<file path="src/core/scr_pkg.sv">
// scr_pkg: constants, register map and types of the sleep clock and reset controller.
// assumes a single 25 MHz system clock and a 32-bit plain register port.
package scr_pkg;

	// ----------------------------------------
	// timing
	// ----------------------------------------
	localparam int unsigned CLK_HZ = 25000000;
	localparam int unsigned RESET_HOLD_MS = 30;
	localparam int unsigned RESET_HOLD_CYC = RESET_HOLD_MS * (CLK_HZ / 1000);
	localparam int unsigned RESET_SHORT_CYC = 2;
	localparam int unsigned QUAL_CYC = 64;
	localparam int unsigned DS_WINDOW_CYC = 10;
	localparam logic [31:0] WDT_LOAD_RST = 32'h0000ffff;

	// ----------------------------------------
	// register map (byte addresses)
	// ----------------------------------------
	localparam logic [7:0] ADDR_CTRL = 8'h00;
	localparam logic [7:0] ADDR_STATUS = 8'h04;
	localparam logic [7:0] ADDR_WDT_LOAD = 8'h08;
	localparam logic [7:0] ADDR_WDT_CMD = 8'h0c;
	localparam logic [7:0] ADDR_INT_STAT = 8'h10;
	localparam logic [7:0] ADDR_INT_MASK = 8'h14;

	// ctrl fields
	localparam int unsigned CTRL_RUN_SEL = 0;
	localparam int unsigned CTRL_DS_SEL = 2;
	localparam int unsigned CTRL_PLL_SRC_PREC = 4;
	localparam int unsigned CTRL_PREC_OFF_DS = 5;
	localparam int unsigned CTRL_SINGLE_ENDED = 6;
	localparam int unsigned CTRL_FAST_CLK = 7;
	localparam int unsigned CTRL_W = 8;
	localparam logic [7:0] CTRL_RST = 8'h04;

	// wdt command fields
	localparam int unsigned WDT_EN = 0;
	localparam int unsigned WDT_RESET_EN = 1;
	localparam int unsigned WDT_FEED = 2;

	// interrupt event bits
	localparam int unsigned EV_QUAL_FAIL = 0;
	localparam int unsigned EV_WDT_TIMEOUT = 1;
	localparam int unsigned EV_PREFETCH = 2;
	localparam int unsigned EV_DS_CFG_LOST = 3;
	localparam int unsigned EV_WAKE = 4;
	localparam int unsigned EV_W = 5;

	typedef enum logic [1:0] {
		SCR_SRC_MAIN = 2'b00,
		SCR_SRC_PREC = 2'b01,
		SCR_SRC_LOWF = 2'b10,
		SCR_SRC_PLL = 2'b11
	} scr_src_e;

	typedef enum logic [1:0] {
		SCR_ST_RUN = 2'b00,
		SCR_ST_SLEEP = 2'b01,
		SCR_ST_DSLEEP = 2'b10,
		SCR_ST_DEAD = 2'b11
	} scr_state_e;

endpackage

</file>
<file path="src/core/scr_ctrl.sv">
// scr_ctrl: run, sleep and deep-sleep clock source control with reset handling.
// assumes cpu sleep requests are single-cycle pulses on clk_in; the reset and
// oscillator-status pins are asynchronous and are synchronised here.
//
// Contract
// - main oscillator check flags errors only during power-up qualification
// - second watchdog runs from precision oscillator, independent of main oscillator
// - wake from sleep at >=40 MHz with irqs off may fetch stale prefetch data
// - system reset in deep sleep, main both modes, precision off: main disabled
// - that unclocked state is left only by power-on reset
// - watchdog reset within 10 cycles of deep-sleep entry loses deep-sleep settings
// - after one run-clocked deep sleep, programmed deep-sleep settings apply again
// - main oscillator amplifier stays on even with a single-ended clock
`timescale 1ns/100ps

module scr_ctrl #(
	parameter int unsigned RESET_HOLD_CYC = scr_pkg::RESET_HOLD_CYC,
	parameter int unsigned QUAL_CYC = scr_pkg::QUAL_CYC
) (
	input wire logic clk_in,
	input wire logic reset_in,
	input wire logic [7:0] addr_in,
	input wire logic [31:0] wr_data_in,
	input wire logic wr_in,
	input wire logic rd_in,
	output logic [31:0] rd_data_out,
	input wire logic sleep_req_in,
	input wire logic deep_sleep_req_in,
	input wire logic wake_in,
	input wire logic irq_disabled_in,
	input wire logic safe_wfi_in,
	input wire logic sw_reset_req_in,
	input wire logic ext_reset_n_in,
	input wire logic main_osc_ok_in,
	output logic [1:0] sys_clk_sel_out,
	output logic [1:0] power_state_out,
	output logic main_osc_en_out,
	output logic main_osc_amp_en_out,
	output logic precision_osc_en_out,
	output logic pll_en_out,
	output logic sys_reset_out,
	output logic clock_dead_out,
	output logic prefetch_invalid_out,
	output logic irq_out
);

	// ----------------------------------------
	// pin synchronisers
	// ----------------------------------------
	logic [2:0] rst_pin_sync;
	logic [2:0] osc_pin_sync;
	logic ext_rst_level;
	logic osc_ok_level;

	always_ff @(posedge clk_in or posedge reset_in) begin
		if (reset_in) begin
			rst_pin_sync <= 3'h0;
			osc_pin_sync <= 3'h0;
		end else begin
			rst_pin_sync <= {rst_pin_sync[1:0], ~ext_reset_n_in};
			osc_pin_sync <= {osc_pin_sync[1:0], main_osc_ok_in};
		end
	end

	// a change only counts once stages two and three agree
	always_ff @(posedge clk_in or posedge reset_in) begin
		if (reset_in) begin
			ext_rst_level <= 1'b0;
			osc_ok_level <= 1'b0;
		end else begin
			if (rst_pin_sync[1] == rst_pin_sync[2]) begin
				ext_rst_level <= rst_pin_sync[2];
			end
			if (osc_pin_sync[1] == osc_pin_sync[2]) begin
				osc_ok_level <= osc_pin_sync[2];
			end
		end
	end

	// ----------------------------------------
	// registers and state
	// ----------------------------------------
	logic [scr_pkg::CTRL_W-1:0] ctrl;
	logic [31:0] wdt_load;
	logic [31:0] wdt_count;
	logic wdt_en;
	logic wdt_reset_en;
	logic [scr_pkg::EV_W-1:0] int_stat;
	logic [scr_pkg::EV_W-1:0] int_mask;
	scr_pkg::scr_state_e state;
	scr_pkg::scr_state_e next_state;
	logic [1:0] active_sel;
	logic ds_cfg_lost;
	logic [3:0] ds_age;
	logic [$clog2(QUAL_CYC+1)-1:0] qual_count;
	logic qual_done;
	logic [$clog2(RESET_HOLD_CYC+2)-1:0] ext_hold;

	wire [1:0] run_sel = ctrl[scr_pkg::CTRL_RUN_SEL +: 2];
	wire [1:0] ds_sel = ctrl[scr_pkg::CTRL_DS_SEL +: 2];
	wire pll_src_prec = ctrl[scr_pkg::CTRL_PLL_SRC_PREC];
	wire prec_off_ds = ctrl[scr_pkg::CTRL_PREC_OFF_DS];

	// ----------------------------------------
	// register decode
	// ----------------------------------------
	wire sel_ctrl = (addr_in == scr_pkg::ADDR_CTRL);
	wire sel_status = (addr_in == scr_pkg::ADDR_STATUS);
	wire sel_load = (addr_in == scr_pkg::ADDR_WDT_LOAD);
	wire sel_cmd = (addr_in == scr_pkg::ADDR_WDT_CMD);
	wire sel_istat = (addr_in == scr_pkg::ADDR_INT_STAT);
	wire sel_imask = (addr_in == scr_pkg::ADDR_INT_MASK);
	wire wdt_feed = wr_in && sel_cmd && wr_data_in[scr_pkg::WDT_FEED];

	wire [31:0] status_word = {23'h0, qual_done, ds_cfg_lost, clock_dead_out,
		active_sel, state, osc_ok_level, wdt_en};
	logic [31:0] rd_mux;
	always_comb begin
		if (sel_ctrl) begin
			rd_mux = {24'h0, ctrl};
		end else if (sel_status) begin
			rd_mux = status_word;
		end else if (sel_load) begin
			rd_mux = wdt_load;
		end else if (sel_cmd) begin
			rd_mux = {30'h0, wdt_reset_en, wdt_en};
		end else if (sel_istat) begin
			rd_mux = {27'h0, int_stat};
		end else if (sel_imask) begin
			rd_mux = {27'h0, int_mask};
		end else begin
			rd_mux = 32'h0;
		end
	end

	always_ff @(posedge clk_in or posedge reset_in) begin
		if (reset_in) begin
			rd_data_out <= 32'h0;
		end else begin
			rd_data_out <= rd_in ? rd_mux : 32'h0;
		end
	end

	// ----------------------------------------
	// watchdog on the precision oscillator
	// ----------------------------------------
	// counting is gated only by wdt_en and the precision oscillator, so a dead main
	// oscillator cannot stop the recovery reset
	wire wdt_tick = wdt_en && precision_osc_en_out;
	wire wdt_expire = wdt_tick && (wdt_count == 32'h0);
	wire wdt_reset = wdt_expire && wdt_reset_en;

	// ----------------------------------------
	// external reset qualification
	// ----------------------------------------
	// a low-freq deep sleep needs the long hold before the pin is honoured
	wire lowf_ds = (state == scr_pkg::SCR_ST_DSLEEP) && (active_sel == scr_pkg::SCR_SRC_LOWF);
	wire [$clog2(RESET_HOLD_CYC+2)-1:0] hold_need = lowf_ds ?
		($clog2(RESET_HOLD_CYC+2))'(RESET_HOLD_CYC) :
		($clog2(RESET_HOLD_CYC+2))'(scr_pkg::RESET_SHORT_CYC);
	wire ext_reset = ext_rst_level && (ext_hold == hold_need);
	wire any_sys_reset = ext_reset || wdt_reset || sw_reset_req_in;

	// dead trap: main oscillator dropped with no clock left to run on
	wire trap = any_sys_reset && (state == scr_pkg::SCR_ST_DSLEEP) &&
		(run_sel == scr_pkg::SCR_SRC_MAIN) && (ds_sel == scr_pkg::SCR_SRC_MAIN) &&
		prec_off_ds;
	wire live_reset = any_sys_reset && (state != scr_pkg::SCR_ST_DEAD);
	wire ds_enter = deep_sleep_req_in && (state == scr_pkg::SCR_ST_RUN);
	wire sleep_enter = sleep_req_in && !deep_sleep_req_in && (state == scr_pkg::SCR_ST_RUN);
	wire sleep_wake = wake_in && (state == scr_pkg::SCR_ST_SLEEP);
	wire ds_wake = wake_in && (state == scr_pkg::SCR_ST_DSLEEP);
	wire lose_cfg = wdt_reset && (state == scr_pkg::SCR_ST_DSLEEP) &&
		(ds_age < 4'(scr_pkg::DS_WINDOW_CYC));
	// stale prefetch only without the safe wfi plus dummy instruction sequence
	wire prefetch_bad = sleep_wake && ctrl[scr_pkg::CTRL_FAST_CLK] && irq_disabled_in &&
		!safe_wfi_in;
	wire qual_fail = !qual_done && (qual_count == QUAL_CYC[$bits(qual_count)-1:0]) &&
		!osc_ok_level;

	always_comb begin
		next_state = state;
		case (state)
			scr_pkg::SCR_ST_RUN: begin
				if (ds_enter) begin
					next_state = scr_pkg::SCR_ST_DSLEEP;
				end else if (sleep_enter) begin
					next_state = scr_pkg::SCR_ST_SLEEP;
				end
			end
			scr_pkg::SCR_ST_SLEEP: begin
				if (live_reset || wake_in) begin
					next_state = scr_pkg::SCR_ST_RUN;
				end
			end
			scr_pkg::SCR_ST_DSLEEP: begin
				if (trap) begin
					next_state = scr_pkg::SCR_ST_DEAD;
				end else if (live_reset || wake_in) begin
					next_state = scr_pkg::SCR_ST_RUN;
				end
			end
			default: begin
				next_state = scr_pkg::SCR_ST_DEAD;
			end
		endcase
	end

	// ----------------------------------------
	// power state and clock selection
	// ----------------------------------------
	always_ff @(posedge clk_in or posedge reset_in) begin
		if (reset_in) begin
			state <= scr_pkg::SCR_ST_RUN;
			active_sel <= 2'h0;
			ds_cfg_lost <= 1'b0;
			ds_age <= 4'h0;
		end else begin
			state <= next_state;
			if (ds_enter) begin
				// one run-clocked deep sleep after a lost setting, then normal again
				active_sel <= ds_cfg_lost ? run_sel : ds_sel;
			end else if (next_state == scr_pkg::SCR_ST_DEAD) begin
				active_sel <= active_sel;
			end else if (next_state != scr_pkg::SCR_ST_DSLEEP) begin
				active_sel <= run_sel;
			end
			if (lose_cfg) begin
				ds_cfg_lost <= 1'b1;
			end else if (ds_enter) begin
				ds_cfg_lost <= 1'b0;
			end
			if (ds_enter) begin
				ds_age <= 4'h0;
			end else if (ds_age != 4'hf) begin
				ds_age <= ds_age + 4'h1;
			end
		end
	end

	// ----------------------------------------
	// software registers and watchdog
	// ----------------------------------------
	always_ff @(posedge clk_in or posedge reset_in) begin
		if (reset_in) begin
			ctrl <= scr_pkg::CTRL_RST;
			wdt_load <= scr_pkg::WDT_LOAD_RST;
			wdt_en <= 1'b0;
			wdt_reset_en <= 1'b0;
			int_mask <= 5'h0;
		end else begin
			if (wr_in && sel_ctrl) begin
				ctrl <= wr_data_in[scr_pkg::CTRL_W-1:0];
			end
			if (wr_in && sel_load) begin
				wdt_load <= wr_data_in;
			end
			if (wr_in && sel_cmd) begin
				wdt_en <= wr_data_in[scr_pkg::WDT_EN];
				wdt_reset_en <= wr_data_in[scr_pkg::WDT_RESET_EN];
			end
			if (wr_in && sel_imask) begin
				int_mask <= wr_data_in[scr_pkg::EV_W-1:0];
			end
		end
	end

	always_ff @(posedge clk_in or posedge reset_in) begin
		if (reset_in) begin
			wdt_count <= scr_pkg::WDT_LOAD_RST;
		end else if (wdt_feed || wdt_expire || (wr_in && sel_load)) begin
			wdt_count <= (wr_in && sel_load) ? wr_data_in : wdt_load;
		end else if (wdt_tick) begin
			wdt_count <= wdt_count - 32'h1;
		end
	end

	// ----------------------------------------
	// qualification and reset hold counters
	// ----------------------------------------
	always_ff @(posedge clk_in or posedge reset_in) begin
		if (reset_in) begin
			qual_count <= '0;
			qual_done <= 1'b0;
			ext_hold <= '0;
		end else begin
			// checking stops for good after the window, a later stall goes unseen
			if (!qual_done) begin
				if (qual_count == QUAL_CYC[$bits(qual_count)-1:0]) begin
					qual_done <= 1'b1;
				end else begin
					qual_count <= qual_count + 1'b1;
				end
			end
			if (!ext_rst_level) begin
				ext_hold <= '0;
			end else if (ext_hold <= hold_need) begin
				ext_hold <= ext_hold + 1'b1;
			end
		end
	end

	// ----------------------------------------
	// interrupt status, set wins over clear
	// ----------------------------------------
	wire [scr_pkg::EV_W-1:0] ev_set = {ds_wake | sleep_wake, lose_cfg, prefetch_bad,
		wdt_expire, qual_fail};
	wire [scr_pkg::EV_W-1:0] ev_clr = (wr_in && sel_istat) ?
		wr_data_in[scr_pkg::EV_W-1:0] : 5'h0;

	always_ff @(posedge clk_in or posedge reset_in) begin
		if (reset_in) begin
			int_stat <= 5'h0;
			prefetch_invalid_out <= 1'b0;
			sys_reset_out <= 1'b0;
		end else begin
			int_stat <= (int_stat & ~ev_clr) | ev_set;
			prefetch_invalid_out <= prefetch_bad;
			sys_reset_out <= live_reset;
		end
	end

	// ----------------------------------------
	// oscillator and clock outputs
	// ----------------------------------------
	wire in_dead = (state == scr_pkg::SCR_ST_DEAD);
	wire in_ds = (state == scr_pkg::SCR_ST_DSLEEP);
	wire uses_pll = (active_sel == scr_pkg::SCR_SRC_PLL);

	assign sys_clk_sel_out = active_sel;
	assign power_state_out = state;
	assign clock_dead_out = in_dead;
	assign main_osc_en_out = !in_dead && ((active_sel == scr_pkg::SCR_SRC_MAIN) ||
		(uses_pll && !pll_src_prec));
	// the amplifier ignores single-ended mode; costs power, not function
	assign main_osc_amp_en_out = main_osc_en_out;
	assign precision_osc_en_out = !(in_dead || (in_ds && prec_off_ds));
	assign pll_en_out = uses_pll && !in_dead;
	assign irq_out = |(int_stat & int_mask);

endmodule

</file>
<file path="config.mk">
export PLATFORM = sky130hd
export DESIGN_NAME = scr_ctrl
export DESIGN_NICKNAME = d
export VERILOG_FILES = /design/src/core/scr_pkg.sv /design/src/core/scr_ctrl.sv
export SDC_FILE = /design/constraint.sdc
export NUM_CORES = 1
export LEC_CHECK = 0
export BUFFER_PORTS_ARGS = -buffer_cell sky130_fd_sc_hd__buf_4
export CAP_MARGIN = 20
export CORE_ASPECT_RATIO = 2
export CORE_MARGIN = 1
export CORE_UTILIZATION = 30
export DETAILED_ROUTE_END_ITERATION = 7
export MAX_ROUTING_LAYER = met4
export PLACE_DENSITY = 0.51
export SYNTH_ARGS = -nofsm -noshare
export SYNTH_HDL_FRONTEND = slang
export SYNTH_SLANG_ARGS = --single-unit
</file>
<file path="constraint.sdc">
create_clock -name clk_in -period 10.4 [get_ports clk_in]
set_input_delay 1.04 -clock clk_in [delete_from_list [all_inputs] [get_ports clk_in]]
set_output_delay 1.04 -clock clk_in [all_outputs]
set_load 0.05 [all_outputs]
</file>
### Yosys cells after proc, flatten, opt, wreduce, memory -nomap -nowiden

Index checks and enable logic that the tools add are counted.

* memories: 0
* bits in latches: 0
* RAM bits: 0
* logic and storage cells: 143
* ROM bits: 0
* register bits: 163

* reduce and logical (&&, ||, !) cells: 59
* add/sub/neg operators: 4
* multiply operators: 0
* div/mod/pow operators: 0
* bitwise gates (word level): 8
* magnitude comparators: 2
* eq/ne operators: 20
* multiplexer cells: 29
* shift-type cells: 0

Operator list (number)
* 32-bit two-way mux: 7
* 20-bit two-way mux: 3
* 1-bit logical AND: 32
* 32-bit zero test: 1
* 32-bit by 1-bit subtractor with 32-bit output (second input constant): 1
* 20-bit by 1-bit adder with 20-bit output (second input constant): 1
* 20-bit == test: 1
* 20-bit less-or-equal comparator: 1
* 5-bit two-way mux: 4
* 8-bit by 4-bit == test with 1-bit output (second input constant): 2
* 8-bit by 5-bit == test with 1-bit output (second input constant): 2
* 2-bit two-way mux: 8
* 5-bit bitwise AND: 2
* 2-bit == test (second input constant): 5
* 8-bit by 3-bit == test with 1-bit output (second input constant): 1
* 2-bit zero test: 4
* 8-bit zero test: 1
* 4-bit two-way mux: 2
* 2-bit nonzero test: 4
* 7-bit by 1-bit adder with 7-bit output (second input constant): 1
* 7-bit == test (second input constant): 1
* 1-bit zero test: 7
* 1-bit logical OR: 7
* 2-bit != test (second input constant): 3
* other kinds (14): 21

### Logic depth before layout (Yosys ltp)

* depth after elaboration: 19
* gate-level depth with buffers: 11
* mapped depth without buffers: 9

### Worst setup path after synthesis

Ideal clock, no wire load.

* path type: register to register
* start point: register state[1], in the netlist power_state_out[1]
* end point: register ext_hold[12]
* library setup time: 0.126 ns
* setup slack: 6.392 ns
* data arrival time: 3.883 ns
* period minus slack after synthesis: 4.008 ns
* cell stages (with the launch flop): 12
* cells stage by stage: dfrtp_1 -> clkbuf_1 -> nor2b_1 -> nand3_1 -> ha_1 -> or4b_2 -> or4_1 -> o221ai_1 -> a21o_1 -> clkbuf_1 -> a21oi_1 -> mux2i_1

* longest elaborated chain between the ends: 5

RTL lines
* start: declaration: RTL line scr_ctrl.sv:90 `scr_pkg::scr_state_e state;`
* start signal: assignment: RTL line scr_ctrl.sv:214 `state <= scr_pkg::SCR_ST_RUN;`
* start signal: assignment: RTL line scr_ctrl.sv:219 `state <= next_state;`
* 2-bit == test: RTL line scr_ctrl.sv:157 `wire lowf_ds = (state == scr_pkg::SCR_ST_DSLEEP) && (active_sel == scr_pkg::SCR_SRC_LOWF);`
* 1-bit logical AND: RTL line scr_ctrl.sv:157
* 20-bit two-way mux: RTL line scr_ctrl.sv:158 `wire [$clog2(RESET_HOLD_CYC+2)-1:0] hold_need = lowf_ds ?`
* 20-bit less-or-equal comparator: RTL line scr_ctrl.sv:297 `end else if (ext_hold <= hold_need) begin`
* 2-bit by 1-bit != test with 1-bit output (no line)
* end signal: assignment: RTL line scr_ctrl.sv:298 `ext_hold <= ext_hold + 1'b1;`
* end: declaration: RTL line scr_ctrl.sv:97 `logic [$clog2(RESET_HOLD_CYC+2)-1:0] ext_hold;`

No other way between the ends.
A chain may end at the register's enable or synchronous reset.

### Final worst setup path

* start point: register state[1], in the netlist power_state_out[1]
* end point: register ext_hold[10]

Same word-level chain as after synthesis.

==> results.py <==
metrics = {
    "timing": {
        "fmax_mhz": 243,
        "finalHoldViolations": 0,
        "finalCriticalPeriod_ns": 4.11,
        "setup_violations": 0,
        "slew_headroom_pct": 28.2,
        "worst_slew_pin_slew_ns": 1.07,
        "period_share_pct": 39.5,
        "fin_ws_ns": 6.29,
        "setup_tns_ns": 0,
        "rsz0062_at_grt": "no",
        "slew_violations": 0,
        "finClkSkew_ns": 0.00709,
    },
    "floorplan": {
        "core_mm2": 0.0257,
        "row_count": 83,
        "die_h_um": 230,
        "die_w_um": 116,
        "dieArea_mm2": 0.0267,
        "initial_core_util_pct": 30.5,
        "pin_count": 96,
    },
    "logic_synthesis": {
        "synth_area_leaders": "dfrtp_1, mux2_2, dfstp_2, nand2_1, xnor2_1",
        "synthTopCellsByCount": "dfrtp_1, mux2_2, nand2_1",
        "avgSynthCellArea_um2": 11.3,
        "synth_edf_count": 0,
        "yosysWarnings": 0,
        "yosysMostFrequentCell": "dfrtp_1",
        "synthAdderAreaFrac_pct": 2.98,
        "syn_nets": 763,
        "synth_compound_area_share_pct": 6.20,
        "synth-simple-area-share_pct": 17.2,
        "synth_xor_area_share_pct": 4.93,
        "synth_top_area_share_pct": 41.6,
        "synth_cells": 694,
        "synth_top_family_by_area": "simple AND/OR/NAND/NOR gates",
        "synthMuxAreaShare_pct": 13.6,
        "ys_seq_area_share_pct": 52.7,
        "synth_ff_type": "dfrtp_1",
        "synth_area_mm2": 0.00781,
        "ys_async_sr_fraction_pct": 100,
        "synth_cell_types": 56,
        "synth-seq-cells": 163,
        "synth_top_area_cell": "dfrtp_1",
    },
    "placed_design": {
        "dpl.hpwl_um": 14900,
        "io_buffers": 95,
        "place_ws_ns": 6.28,
        "dp_cells": 1106,
        "finalWeightedCongestion": 0.862,
    },
    "worst_hold_path": {
        "hp-class": "register to register",
        "holdPathStages": 0,
        "holdCritStartpoint": "rst_pin_sync[0]",
        "hold_path_end": "rst_pin_sync[1]",
    },
    "detailed_routing": {
        "drtPass1Iterations": 4,
        "drt-initial-drc-count": 217,
        "wire_per_inst_um": 17.8,
        "ant_nets": 0,
        "dr_total_vias": 5518,
        "drc_errors": 0,
        "viasPerCell": 4.84,
        "totalWireLength_um": 20300,
    },
    "power": {
        "power_density_mw_per_mm2": 152,
        "leakage_nw": 4.53,
        "max-vdd-ir-drop_mv": 0.119,
    },
    "setup_path": {
        "reg2reg_to": "ext_hold[10]",
        "regToRegSetupSlack_ns": 6.29,
        "end_kind": "register",
        "worstPathArrival_ns": 4.42,
        "r2r-start": "power_state_out[1]",
        "reg2regPathDepth": 9,
        "startpoint_type": "register",
        "cp.required_ns": 10.71,
        "cp_max_fo": 15,
        "critical_path_class": "register to register",
    },
    "global_route": {
        "grt_max_degree": 98,
        "grt_pass1_vias": 5912,
        "grt_pass1_wl_um": 32400,
        "track_usage_pct": 16.9,
        "antenna_found_initial": 0,
        "grt.overflow.total": 0,
    },
    "clock_tree": {
        "cts.sink_count": 163,
        "cts.clk_slew.worst_paths_ns": 0.07,
        "postCtsSetupBuffers": 0,
        "post_cts_resize_count": 0,
        "hold_buffers": 0,
        "numCtsBuffers": 17,
        "clk_latency_ns": 0.44,
        "cts_tree": "built",
        "cts_buffer_depth": 2,
        "htreeDepth": 4,
        "cts-root-buf": "clkbuf_16",
    },
    "run_status": {
        "status": "complete, no violations",
    },
    "final_layout": {
        "drive_above_1_share_pct": 32.2,
        "instances_no_fill": 1139,
        "insertedDiodeCount": 0,
        "fin_nets": 855,
        "syn2layout_area_growth_pct": 21.7,
    },
    "job": {
        "max-cap-violations": 0,
    },
}
## power by group
part | switching (mW) | leakage [nW] | internal (mW)
registers | 0.0134 | 2.05 | 0.653
logic | 0.0663 | 2.18 | 0.0424
clock network | 0.278 | 0.299 | 0.388
## through the flow
stage / cell area, um2 / power, mW / hold slack [ns] / util [%]
floorplan: 7810 / 0.743 / 0.331 / -
global placement: 8890 / 0.788 / 0.336 / 34.7
detailed placement: 8890 / 0.790 / 0.336 / 34.7
CTS: 9510 / 1.47 / 0.352 / 37.1
global route: 9510 / 1.50 / 0.372 / 37.1
finish: 9510 / 1.44 / 0.349 / 37.1
## metal layers
layer,part of all wire (%),global-route usage (%),up-vias
met5,0,-,-
met4,2.7,6.65,0
met3,3.4,4.06,31
met2,59,31.8,95
met1,35,15.9,2761
li1,-,-,2631
## layout make-up
type,instances,area (um2)
clock buffers,18,439
clock inverters,14,176
fillers,2573,16100
inverters,21,83.8
multi-input cells,483,3520
flip-flops and latches,163,4120
well taps,340,425
repair buffers,100,748
## logic make-up (layout without fill, tap and decap cells)
logic type / after synthesis / in the layout
multiplexers: 96 / 96
AO/OA/AOI/OAI: 74 / 74
adder cells (fa/ha/maj): 19 / 19
flip-flops: 163 / 163
XOR/XNOR: 44 / 44
buffers and inverters: 48 / 153
AND/OR/NAND/NOR: 250 / 250
## how the worst max path moves through the flow
stage / from / to / slack, ns / depth (start not counted)
after floorplan: reset_in / ctrl[0] / 5.01 / 1
after global placement: addr_in[0] / wdt_count[24] / 6.34 / 6
after detailed placement: addr_in[0] / wdt_count[24] / 6.28 / 6
after CTS: power_state_out[1] / ext_hold[10] / 6.28 / 9
after global routing: power_state_out[1] / ext_hold[10] / 6.01 / 9
final: power_state_out[1] / ext_hold[10] / 6.29 / 9
## cell usage in the layout, fill, tap and decap left out, types with 3 or more instances in the layout
cell type,n
xnor2_1,25
nand3_1,20
a21o_1,3
ha_1,17
or3_1,3
bufinv_16,3
or4_4,3
mux2_2,79
o21ai_0,16
a21oi_1,21
nor2_1,33
a2111oi_0,4
buf_4,99
dfrtp_1,130
nand4b_1,6
nand3b_1,3
a211oi_1,4
and4_1,3
or4_1,5
a22oi_1,4
and3_1,11
clkbuf_16,17
nand2b_1,14
nand4_1,11
xor2_1,19
a211o_1,4
or2_2,4
nor2b_1,4
nor3_1,19
nor4_1,12
dfstp_2,33
mux2i_1,17
inv_1,19
nand2_1,59
inv_6,4
and2_1,31
## flip-flops by register name (all words and copies together), names as in the netlist
register / flops
ctrl: 8
ds_age: 4
ds_cfg_lost: 1
ext_hold: 20
ext_rst_level: 1
int_mask: 5
int_stat: 5
osc_ok_level: 1
osc_pin_sync: 3
power_state_out: 2
prefetch_invalid_out: 1
qual_count: 7
qual_done: 1
rd_data_out: 32
rst_pin_sync: 3
sys_clk_sel_out: 2
sys_reset_out: 1
wdt_count: 32
wdt_en: 1
wdt_load: 32
wdt_reset_en: 1
## worst max-delay path, cell delays in order, from the launching register on
cell and delay, ns:
dfrtp_1 0.53, nor2b_1 0.27, nand3_1 0.43, ha_1 0.48, or4b_2 0.60, or4_1 0.41
o221ai_1 0.44, a21o_1 0.48, a211oi_1 0.17, mux2i_1 0.16
No activity file was read; power rests on OpenSTA's default activity.
